$ cat config.mk
export PLATFORM = sky130hd
export DESIGN_NAME = mfi_flash_id
export DESIGN_NICKNAME = d
export VERILOG_FILES = /design/src/logic/mfi_pkg.sv /design/src/logic/mfi_flash_id.sv
export SDC_FILE = /design/constraint.sdc
export NUM_CORES = 1
export LEC_CHECK = 0
export ABC_AREA = 1
export BUFFER_PORTS_ARGS = -buffer_cell sky130_fd_sc_hd__buf_2
export CORE_MARGIN = 1
export CORE_UTILIZATION = 45
export CTS_CLUSTER_DIAMETER = 80
export DETAILED_ROUTE_END_ITERATION = 8
export HOLD_SLACK_MARGIN = 0.12
export PLACE_DENSITY_LB_ADDON = 0.1
export SLEW_MARGIN = 0
export SYNTH_ARGS = -nofsm -noshare
export SYNTH_HDL_FRONTEND = slang
export SYNTH_SLANG_ARGS = --single-unit
export TNS_END_PERCENT = 1
$ cat constraint.sdc
create_clock -name pclk -period 3.19 [get_ports pclk]
set_input_delay 0.319 -clock pclk [delete_from_list [all_inputs] [get_ports pclk]]
set_output_delay 0.319 -clock pclk [all_outputs]
set_load 0.02 [all_outputs]
$ cat src/logic/mfi_pkg.sv
package mfi_pkg;

  // ---------------------------------------------------------------
  // flash window
  // ---------------------------------------------------------------
  localparam logic [31:0] MFI_FLASH_BASE   = 32'hff00_0000;
  localparam int          MFI_WIN_BITS     = 23;
  localparam int          MFI_FLASH_AW     = 21;

  // span end above the base, per capacity
  localparam logic [22:0] MFI_END_0M5      = 23'h07_ffff;
  localparam logic [22:0] MFI_END_1M       = 23'h0f_ffff;
  localparam logic [22:0] MFI_END_2M       = 23'h1f_ffff;
  localparam logic [22:0] MFI_END_3M       = 23'h2f_ffff;
  localparam logic [22:0] MFI_END_4M       = 23'h3f_ffff;
  localparam logic [22:0] MFI_END_6M       = 23'h5f_ffff;
  localparam logic [22:0] MFI_END_8M       = 23'h7f_ffff;

  // ---------------------------------------------------------------
  // capacity code, bits 2..0 of the identification code
  // ---------------------------------------------------------------
  localparam logic [2:0]  MFI_CAP_0M5      = 3'h5;
  localparam logic [2:0]  MFI_CAP_1M       = 3'h1;
  localparam logic [2:0]  MFI_CAP_2M       = 3'h2;
  localparam logic [2:0]  MFI_CAP_3M       = 3'h3;
  localparam logic [2:0]  MFI_CAP_4M       = 3'h4;
  localparam logic [2:0]  MFI_CAP_6M       = 3'h6;
  localparam logic [2:0]  MFI_CAP_8M       = 3'h0;
  localparam logic [2:0]  MFI_CAP_NONE     = 3'h7;

  // ---------------------------------------------------------------
  // wait states on the host bus
  // ---------------------------------------------------------------
  localparam int          MFI_RD_WAITS     = 3;
  localparam int          MFI_WR_WAITS     = 4;

  // ---------------------------------------------------------------
  // local registers
  // ---------------------------------------------------------------
  localparam logic [31:0] MFI_REG_BASE     = 32'hff80_1000;
  localparam logic [31:0] MFI_STATUS_OFS   = 32'h0000_0000;
  localparam logic [31:0] MFI_CTRL_OFS     = 32'h0000_0004;
  localparam int          MFI_ST_ID_LSB    = 0;
  localparam int          MFI_ST_PGMSW_BIT = 4;
  localparam int          MFI_ST_BLOCK_BIT = 5;
  localparam int          MFI_CT_SWPROT_BIT = 0;
  localparam int          MFI_CT_CLRBLK_BIT = 1;
  localparam logic        MFI_SWPROT_RST   = 1'b0;
  localparam logic [3:0]  MFI_ID_RST       = 4'hf;
  localparam logic [3:0]  MFI_FULL_STRB    = 4'hf;

  typedef enum logic [1:0] {
    MFI_IDLE,
    MFI_WAIT,
    MFI_DONE
  } mfi_state_e;

endpackage : mfi_pkg

$ cat src/logic/mfi_flash_id.sv
`timescale 1ns/1ps
// How it works
// - four-bit id code; bit 3 low means coprocessor fitted
// - id bits 2..0 give flash capacity, 111 meaning no memory
// - id bit 3 follows the sense line, low when coprocessor fitted
// - flash window starts at the fixed base, at most 8 Mbyte
// - populated span end depends on the capacity code
// - flash data path toward the host is 32 bits
// - reads of any operand size are accepted
// - read cycles end after three wait states
// - write cycles end after four wait states
// - program enable off blocks program and erase writes
module mfi_flash_id #(
  parameter int RD_WAITS = mfi_pkg::MFI_RD_WAITS,
  parameter int WR_WAITS = mfi_pkg::MFI_WR_WAITS
) (
  // clock and reset
  input  wire logic        pclk,
  input  wire logic        presetn,
  // apb slave
  input  wire logic        psel,
  input  wire logic        penable,
  input  wire logic        pwrite,
  input  wire logic [31:0] paddr,
  input  wire logic [31:0] pwdata,
  input  wire logic [3:0]  pstrb,
  output logic      [31:0] prdata,
  output logic             pready,
  output logic             pslverr,
  // module straps and switch
  input  wire logic        coproc_sense_n,
  input  wire logic [2:0]  capacity_code,
  input  wire logic        flash_program_enable_switch,
  // identification code to connector
  output logic      [3:0]  id_code,
  // flash array
  output logic      [mfi_pkg::MFI_FLASH_AW-1:0] flash_addr,
  output logic      [31:0] flash_wdata,
  input  wire logic [31:0] flash_rdata,
  output logic             flash_ce_n,
  output logic             flash_oe_n,
  output logic             flash_we_n
);
  import mfi_pkg::*;

  // ---------------------------------------------------------------
  // parameter checks
  // ---------------------------------------------------------------
  if (RD_WAITS < 1 || RD_WAITS > 15) begin : g_bad_rd
    $error("read wait states out of range");
  end
  if (WR_WAITS < 1 || WR_WAITS > 15) begin : g_bad_wr
    $error("write wait states out of range");
  end
  // the word address must cover the window exactly
  if (MFI_FLASH_AW != MFI_WIN_BITS - 2) begin : g_bad_aw
    $error("flash word address width does not match window");
  end

  localparam logic [3:0] RD_CNT = 4'(RD_WAITS);
  localparam logic [3:0] WR_CNT = 4'(WR_WAITS);

  // ---------------------------------------------------------------
  // decode
  // ---------------------------------------------------------------
  function automatic logic [22:0] mfi_span_end(input logic [2:0] cap);
    case (cap)
      MFI_CAP_0M5: mfi_span_end = MFI_END_0M5;
      MFI_CAP_1M:  mfi_span_end = MFI_END_1M;
      MFI_CAP_2M:  mfi_span_end = MFI_END_2M;
      MFI_CAP_3M:  mfi_span_end = MFI_END_3M;
      MFI_CAP_4M:  mfi_span_end = MFI_END_4M;
      MFI_CAP_6M:  mfi_span_end = MFI_END_6M;
      MFI_CAP_8M:  mfi_span_end = MFI_END_8M;
      default:     mfi_span_end = '0;
    endcase
  endfunction : mfi_span_end

  mfi_state_e  state_q;
  logic [3:0]  wait_q;
  logic [3:0]  id_q;
  logic        swprot_q;
  logic        blocked_q;
  logic [31:0] prdata_q;
  logic        pready_q;
  logic        pslverr_q;
  logic [MFI_FLASH_AW-1:0] faddr_q;
  logic [31:0] fwdata_q;
  logic        ce_n_q;
  logic        oe_n_q;
  logic        we_n_q;

  logic setup;
  logic in_window;
  logic flash_hit;
  logic st_hit;
  logic ct_hit;
  logic full_word;
  logic wr_allowed;
  logic blk_event;
  logic blk_clear;
  logic flash_go;
  logic reg_go;
  logic last_wait;
  logic [31:0] reg_word;

  assign setup     = psel && !penable && (state_q == MFI_IDLE);
  assign in_window = paddr[31:MFI_WIN_BITS] ==
                     MFI_FLASH_BASE[31:MFI_WIN_BITS];
  assign flash_hit = in_window && (id_q[2:0] != MFI_CAP_NONE) &&
                     (paddr[22:0] <= mfi_span_end(id_q[2:0]));
  assign st_hit    = paddr == (MFI_REG_BASE + MFI_STATUS_OFS);
  assign ct_hit    = paddr == (MFI_REG_BASE + MFI_CTRL_OFS);
  // partial writes would corrupt the array; the host must not issue them
  assign full_word = (pstrb == MFI_FULL_STRB) &&
                     (paddr[1:0] == 2'b00);
  assign wr_allowed = flash_program_enable_switch && !swprot_q;
  assign blk_event = setup && flash_hit && pwrite && full_word &&
                     !wr_allowed;
  assign blk_clear = setup && ct_hit && pwrite &&
                     pwdata[MFI_CT_CLRBLK_BIT];
  // only legal flash cycles open the array; the rest answer at once
  assign flash_go  = setup && flash_hit && (!pwrite || full_word);
  assign reg_go    = setup && !flash_go;
  assign last_wait = (state_q == MFI_WAIT) && (wait_q == 4'h1);

  // ---------------------------------------------------------------
  // identification code
  // ---------------------------------------------------------------
  // straps are re-sampled every cycle, so a late-settling sense line
  // is picked up without a reset
  always_ff @(posedge pclk or negedge presetn) begin
    if (!presetn) begin
      id_q <= MFI_ID_RST;
    end else begin
      id_q <= {coproc_sense_n, capacity_code};
    end
  end

  // ---------------------------------------------------------------
  // local registers
  // ---------------------------------------------------------------
  always_ff @(posedge pclk or negedge presetn) begin
    if (!presetn) begin
      swprot_q <= MFI_SWPROT_RST;
    end else if (setup && ct_hit && pwrite) begin
      swprot_q <= pwdata[MFI_CT_SWPROT_BIT];
    end
  end

  // set wins over a clear in the same cycle
  always_ff @(posedge pclk or negedge presetn) begin
    if (!presetn) begin
      blocked_q <= 1'b0;
    end else if (blk_event) begin
      blocked_q <= 1'b1;
    end else if (blk_clear) begin
      blocked_q <= 1'b0;
    end
  end

  // ---------------------------------------------------------------
  // access sequencer
  // ---------------------------------------------------------------
  // a setup that arrives while a transfer is still open is ignored;
  // the bus protocol never produces one
  always_ff @(posedge pclk or negedge presetn) begin
    if (!presetn) begin
      state_q <= MFI_IDLE;
    end else begin
      case (state_q)
        MFI_IDLE: begin
          if (flash_go) begin
            state_q <= MFI_WAIT;
          end else if (reg_go) begin
            state_q <= MFI_DONE;
          end
        end
        MFI_WAIT: begin
          if (wait_q == 4'h1) begin
            state_q <= MFI_DONE;
          end
        end
        MFI_DONE: begin
          state_q <= MFI_IDLE;
        end
        default: begin
          state_q <= MFI_IDLE;
        end
      endcase
    end
  end

  // wait counter; wait states are fixed counts, not scaled to the clock
  always_ff @(posedge pclk or negedge presetn) begin
    if (!presetn) begin
      wait_q <= '0;
    end else if (flash_go) begin
      wait_q <= pwrite ? WR_CNT : RD_CNT;
    end else if (state_q == MFI_WAIT) begin
      wait_q <= wait_q - 4'h1;
    end
  end

  // registers and error answers come with no wait state
  always_ff @(posedge pclk or negedge presetn) begin
    if (!presetn) begin
      pready_q <= 1'b0;
    end else begin
      pready_q <= reg_go || last_wait;
    end
  end

  always_ff @(posedge pclk or negedge presetn) begin
    if (!presetn) begin
      pslverr_q <= 1'b0;
    end else begin
      pslverr_q <= reg_go && !(st_hit || ct_hit);
    end
  end

  // register read word; zero for anything that is not a register access
  always_comb begin
    reg_word = '0;
    if (reg_go && st_hit) begin
      reg_word[MFI_ST_ID_LSB +: 4] = id_q;
      reg_word[MFI_ST_PGMSW_BIT]   = flash_program_enable_switch;
      reg_word[MFI_ST_BLOCK_BIT]   = blocked_q;
    end else if (reg_go && ct_hit) begin
      reg_word[MFI_CT_SWPROT_BIT]  = swprot_q;
    end
  end

  // any operand size reads the whole word; the master picks its lanes
  always_ff @(posedge pclk or negedge presetn) begin
    if (!presetn) begin
      prdata_q <= '0;
    end else if (setup) begin
      prdata_q <= reg_word;
    end else if (last_wait) begin
      prdata_q <= flash_rdata;
    end
  end

  // ---------------------------------------------------------------
  // flash strobes
  // ---------------------------------------------------------------
  // strobes stand from the setup edge to the edge that ends the access
  always_ff @(posedge pclk or negedge presetn) begin
    if (!presetn) begin
      ce_n_q <= 1'b1;
    end else if (flash_go) begin
      ce_n_q <= 1'b0;
    end else if (state_q == MFI_DONE) begin
      ce_n_q <= 1'b1;
    end
  end

  always_ff @(posedge pclk or negedge presetn) begin
    if (!presetn) begin
      oe_n_q <= 1'b1;
    end else if (flash_go) begin
      oe_n_q <= pwrite;
    end else if (state_q == MFI_DONE) begin
      oe_n_q <= 1'b1;
    end
  end

  // blocked write still ends normally on the bus, so software that
  // ignores the switch does not hang; the sticky flag tells it later
  always_ff @(posedge pclk or negedge presetn) begin
    if (!presetn) begin
      we_n_q <= 1'b1;
    end else if (flash_go) begin
      we_n_q <= !(pwrite && wr_allowed);
    end else if (state_q == MFI_DONE) begin
      we_n_q <= 1'b1;
    end
  end

  // address and data hold after the access so the array sees no glitch
  always_ff @(posedge pclk or negedge presetn) begin
    if (!presetn) begin
      faddr_q <= '0;
    end else if (flash_go) begin
      faddr_q <= paddr[MFI_WIN_BITS-1:2];
    end
  end

  always_ff @(posedge pclk or negedge presetn) begin
    if (!presetn) begin
      fwdata_q <= '0;
    end else if (flash_go) begin
      fwdata_q <= pwdata;
    end
  end

  assign prdata      = prdata_q;
  assign pready      = pready_q;
  assign pslverr     = pslverr_q;
  assign id_code     = id_q;
  assign flash_addr  = faddr_q;
  assign flash_wdata = fwdata_q;
  assign flash_ce_n  = ce_n_q;
  assign flash_oe_n  = oe_n_q;
  assign flash_we_n  = we_n_q;

endmodule : mfi_flash_id

; Word level (Yosys, flattened, before mapping)
; Cells that the tools add are included.
[word_totals]
wordCells = 88
ff_bits = 102
[op_classes]
n_addsub = 1
n_lt_le_gt_ge = 1
n_reduce_logical = 38
muxes = 19
eq_ne = 16
[op_table]
columns = cell, n
row1 = $pmux W23 S7, 1
row2 = $eq A32 B32 Y1 const B, 2
row3 = $mux W32, 2
row4 = $le A23 B23 Y1, 1
row5 = $logic_and A1 B1 Y1, 20
row6 = $eq A3 B3 Y1 const B, 3
row7 = $eq A9 B9 Y1 const B, 1
row8 = $mux W1, 8
row9 = $mux W4, 2
row10 = $reduce_bool A2 Y1, 4
row11 = $logic_not A1 Y1, 7
row12 = $eq A3 B2 Y1 const B, 2
row13 = $mux W2, 3
row14 = $ne A3 B3 Y1 const B, 2
row15 = $mux W5, 1
row16 = $eq A4 B1 Y1 const B, 1
row17 = $eq A4 B4 Y1 const B, 1
row18 = $logic_not A2 Y1, 2
row19 = $pmux W2 S2, 1
row20 = $sub A4 B1 Y4 const B, 1
row21 = $eq A3 B1 Y1 const B, 1
row22 = $logic_not A3 Y1, 1
row23 = $logic_or A1 B1 Y1, 3
row24 = $mux W3, 1
row25 = 4 further kinds, 4

; Logic depth before layout (Yosys ltp)
[depth]
ltp_word = 12
ltp_mapped = 18

; Worst setup path after synthesis
; OpenSTA, ideal clock, no wires.
[synth_path]
path_type = register -> register
start = register id_q[0] (netlist: id_code[0])
end = register fwdata_q[0] (netlist: flash_wdata[0])
path_buffers = 1
stages_incl_launch_ff = 17
period_less_slack_ns = 2.600
t_required_ns = 3.073
setup_slack_ns = 0.590
setup_time_ns = 0.117
arrival_ns = 2.483
path_cell_list = dfstp_2 -> nand2_1 -> nor2_2 -> ha_1 -> nand2_1 -> inv_1 -> a21oi_1 -> nand2_1 -> nand2_1 -> nand3_1 -> nand2_2 -> nand2_1 -> inv_2 -> nand2_4 -> buf_4 -> nand2_1 -> nand2_1
[synth_between]
elab_chain_cells = 6
elab_cells_between_ends = 14
cone_classes = 1 x order compare / 7 x eq/ne / 1 x mux / 5 x reduce/logical
[synth_rtl]
columns = item, line
row1 = "start, declared", mfi_flash_id.sv:81  ; logic [3:0] id_q;
row2 = "start signal, assigned", mfi_flash_id.sv:136  ; id_q <= {coproc_sense_n, capacity_code};
row3 = "$eq A3 B3 Y1, or another cell as far along", mfi_flash_id.sv:67  ; case (cap)
row4 = $pmux W23 S7, mfi_flash_id.sv:67
row5 = $le A23 B23 Y1, mfi_flash_id.sv:111  ; (paddr[22:0] <= mfi_span_end(id_q[2:0]));
row6 = $logic_and A1 B1 Y1 (*), mfi_flash_id.sv:110  ; assign flash_hit = in_window && (id_q[2:0] != MFI_CAP_NONE) &&
row7 = $logic_and A1 B1 Y1 (*) (2 in a row), mfi_flash_id.sv:123  ; assign flash_go = setup && flash_hit && (!pwrite || full_word);
row8 = "end signal, assigned", mfi_flash_id.sv:294  ; fwdata_q <= pwdata;
row9 = "end, declared", mfi_flash_id.sv:88  ; logic [31:0] fwdata_q;
; Mark *: on every way between the ends. The rest lies on a longest branch, timed or not.
; A chain may end at the register's enable or synchronous reset.

; Worst setup path in the final report
[layout_path]
start = register id_q[0] (netlist: id_code[0])
end = register faddr_q[3] (netlist: flash_addr[3])
[layout_between]
elab_chain_cells = 6
elab_cells_between_ends = 14
cone_classes = 1 x order compare / 7 x eq/ne / 1 x mux / 5 x reduce/logical
[layout_rtl]
columns = item, line
row1 = "$eq A3 B3 Y1, or another cell as far along", mfi_flash_id.sv:67
row2 = $pmux W23 S7, mfi_flash_id.sv:67
row3 = $le A23 B23 Y1, mfi_flash_id.sv:111
row4 = $logic_and A1 B1 Y1 (*), mfi_flash_id.sv:110
row5 = $logic_and A1 B1 Y1 (*) (2 in a row), mfi_flash_id.sv:123
row6 = "end signal, assigned", mfi_flash_id.sv:286  ; faddr_q <= paddr[MFI_WIN_BITS-1:2];
row7 = "end, declared", mfi_flash_id.sv:87  ; logic [MFI_FLASH_AW-1:0] faddr_q;
; Marks and branches as above.

==> flow_metrics.py <==
metrics = {
    "clock_network": {
        "clk_latency_ns": 0.36,
        "cts_made_buffers": 9,
        "post_cts_buffers": 0,
        "clkSinkCount": 102,
        "cts_root_buffer": "clkbuf_8",
        "cts_max_level": 3,
        "cts_tree": "built",
        "path_clk_slew_ns": 0.09,
        "clockBufferDepth": 2,
    },
    "cells_and_area": {
        "final_nets": 887,
        "nFillCells": 956,
        "fin_util_pct": 59.45,
        "area_growth_pct": 26.25,
        "num_antenna_cells": 0,
        "layout_common_cells": "202 x buf_2, 144 x nand2_1, 95 x dfrtp_1",
        "final_layout_size_suffix_gt1_share_pct": 32.36,
        "final_common_cell": "buf_2",
    },
    "timing": {
        "hold_viol_final": 0,
        "worst_hold_slack_ns": 0.1791,
        "setup_violations": 0,
        "max-slew-margin-rel_pct": 28.37,
        "rsz0062_at_grt": "false",
        "timing.final.crit_share_pct": 90.19,
        "report.final.slew_viol_count": 0,
        "max_clock_freq_ghz": 0.3476,
        "fin_skew_ns": 0.009826,
        "worst_pin_slew_ns": 1.073,
        "min_period_ns": 2.877,
        "setup_tns_ns": 0,
    },
    "critical_path": {
        "worstPathCellList": "nand2_1, nor2_2, buf_4, ha_1, nand2_1, inv_1, a21oi_1, nand2_1, nand2_1, nand3_1, nand2_2, nand2_1, inv_2, nand2_4, nand2_1, o21ai_1",
        "crit_path_end_kind": "register",
        "crit_top_cell": "nand2_1",
        "arrival_ns": 3.09,
        "slowest_stage": "dfstp_2",
        "crit_buf_inv": 3,
        "crit_type": "register to register",
        "max_stage_delay_ns": 0.60,
        "required_ns": 3.40,
        "crit_fanout": 72,
        "startpoint_type": "register",
        "crit_family": "simple AND/OR/NAND/NOR gates",
    },
    "placed_design": {
        "numPortBuffers": 203,
        "dp_hpwl_microns": 9712,
        "gp_congestion": 0.8782,
    },
    "route": {
        "drt_iter0_markers": 312,
        "via_count": 4541,
        "via_per_inst": 5.085,
        "wire_per_inst_microns": 14.46,
        "dr.pass1.iters": 4,
        "antenna_left": 0,
        "totalWireLength_microns": 12910,
        "drc_errors": 0,
    },
    "global_route": {
        "antenna_found_initial": 0,
        "grt_max_degree": 73,
        "grt_pass1_wl_microns": 20770,
        "grt_overflow_total": 0,
        "grt_pass1_vias": 4281,
        "grt_usage_pct": 23.27,
    },
    "min_path": {
        "hp-class": "input port to register",
    },
    "synthesis": {
        "synth_warnings": 0,
        "yosysSeqAreaShare_pct": 51.76,
        "synth_cell_types": 34,
        "syn_nets": 684,
        "syn_inst": 549,
        "synth_area_sq_um": 4948,
        "synth.ff_latch_count": 102,
        "syn_avg_cell_area_sq_um": 9.014,
    },
    "floorplanning": {
        "ioPinCount": 204,
        "die_h_microns": 106.9,
        "core_sq_um": 10510,
        "num_rows": 37,
        "initial_core_util_pct": 47.09,
        "die_w_microns": 106.9,
        "dieArea_sq_um": 11420,
    },
    "power": {
        "pwr_density_cell_nw_per_um2": 373.6,
        "p_leak_nw": 3.657,
        "vdd_drop_max_uv": 219.2,
    },
    "job": {
        "drv_cap": 0,
    },
    "outcome": {
        "status": "completed",
    },
}
layer usage:
metal | part of all wire [%] | wire (microns) | vias to the layer above | global-route usage [%]
met5 | 0 | 0 | - | 0
met4 | 1.6 | 210 | 0 | 5.773
met3 | 5.3 | 679 | 18 | 5.046
met2 | 46 | 5962 | 171 | 38.02
met1 | 47 | 6061 | 2130 | 31.53
li1 | - | - | 2222 | -
sequential cells by signal (all words and copies together) (netlist names):
name / flops
blocked_q: 1
flash_addr: 21
flash_ce_n: 1
flash_oe_n: 1
flash_wdata: 32
flash_we_n: 1
id_code: 4
prdata: 32
pready: 1
pslverr: 1
state_q: 2
swprot_q: 1
wait_q: 4
final cells by class:
cell class	count	area (sq um)	share of cell area, %
inverter	62	234.0	3.745
timing repair buffer	212	1111	17.78
multi-input combinational	365	2006	32.10
clock buffer	11	131.4	2.103
tap	136	170.2	2.724
sequential	102	2561	41.00
clock inverter	5	33.78	0.5408
synthesized netlist by cell type:
cell type    n  area, sq um
a21o_1       1        7.510
dfrtp_1     95         2377
nor4_4       1        21.27
dfstp_2      7        183.9
nor2_1      28        105.1
inv_2        2        7.510
o21a_1       1        7.510
o21ai_0     16        80.08
buf_2        4        20.02
nand3_4      1        17.52
inv_1       59        221.5
nor3_2       1        10.01
buf_1        1        3.750
nand2_4      1        11.26
o21ai_1     20        100.1
buf_4        6        45.04
nor3_1       2        10.01
nor2_4       2        22.52
clkbuf_1     3        11.26
a21oi_1     18        90.09
buf_6        6        67.56
nand2_2      2        12.51
ha_1        25        312.8
nand3b_1     2        15.01
nand3_1     47        235.2
a22o_1      26        227.7
nor4_1       4        25.02
nand3_2      2        20.02
nor2_2       4        25.02
xnor2_1      1        8.760
clkinv_2     1        5.000
or2_1        1        6.260
nand4_1     15        93.84
nand2_1    144        540.5
per-stage QoR:
step / total power (W) / worst slack, ns / std cells / area (sq um)
floorplan: 0.001479 / 0.5903 / 549 / 4949
global placement: 0.001626 / 0.4705 / 872 / 6032
detailed placement: 0.001633 / 0.3400 / 872 / 6032
CTS: 0.002363 / 0.3191 / 893 / 6247
global route: 0.002461 / 0.01676 / 893 / 6247
finish: 0.002334 / 0.3128 / 893 / 6247
where the power goes:
part	internal, W	total, W	switching, W
sequential	0.00131	0.00133	0.0000132
clock	0.000285	0.000722	0.000437
combinational	0.000110	0.000285	0.000174
worst reg2reg max path, cell delays in order (launching register included):
cell and delay [ns]:
dfstp_2 0.60, nand2_1 0.09, nor2_2 0.09, buf_4 0.24, ha_1 0.29, nand2_1 0.09, inv_1 0.04, a21oi_1 0.15
nand2_1 0.07, nand2_1 0.06, nand3_1 0.10, nand2_2 0.11, nand2_1 0.07, inv_2 0.07, nand2_4 0.37, nand2_1 0.21
o21ai_1 0.10
repair_timing:
action / 4_1_cts / 5_1_grt
gates resized for setup: 0 / 0
hold endpoints to repair: 68 / 0
setup endpoints to repair: 0 / 0
hold buffers: 5 / 0
final timing paths:
check | from | endpoint | slack [ns] | cells after the start
max reg2reg | id_code[0] | flash_addr[3] | 0.31 | 16
min reg2reg | flash_addr[1] | flash_addr[1] | 0.47 | 2
min | flash_rdata[21] | prdata[21] | 0.18 | 2
max in group asynchronous | presetn | flash_ce_n | 1.82 | 3
min in group asynchronous | presetn | flash_wdata[13] | 0.60 | 2
max | id_code[0] | flash_addr[3] | 0.31 | 16
kinds of logic (layout without fill, tap and decap cells):
| family | count (synthesis) | in the layout | share of synthesized area [%] |
|---|---|---|---|
| buf+inv | 82 | 290 | 7.711 |
| simple gates | 257 | 257 | 23.67 |
| compound gates | 82 | 82 | 10.37 |
| flops | 102 | 102 | 51.76 |
| xor+xnor | 1 | 1 | 0.1770 |
| fa+ha+maj | 25 | 25 | 6.321 |
Power figures use the tool's default switching activity.
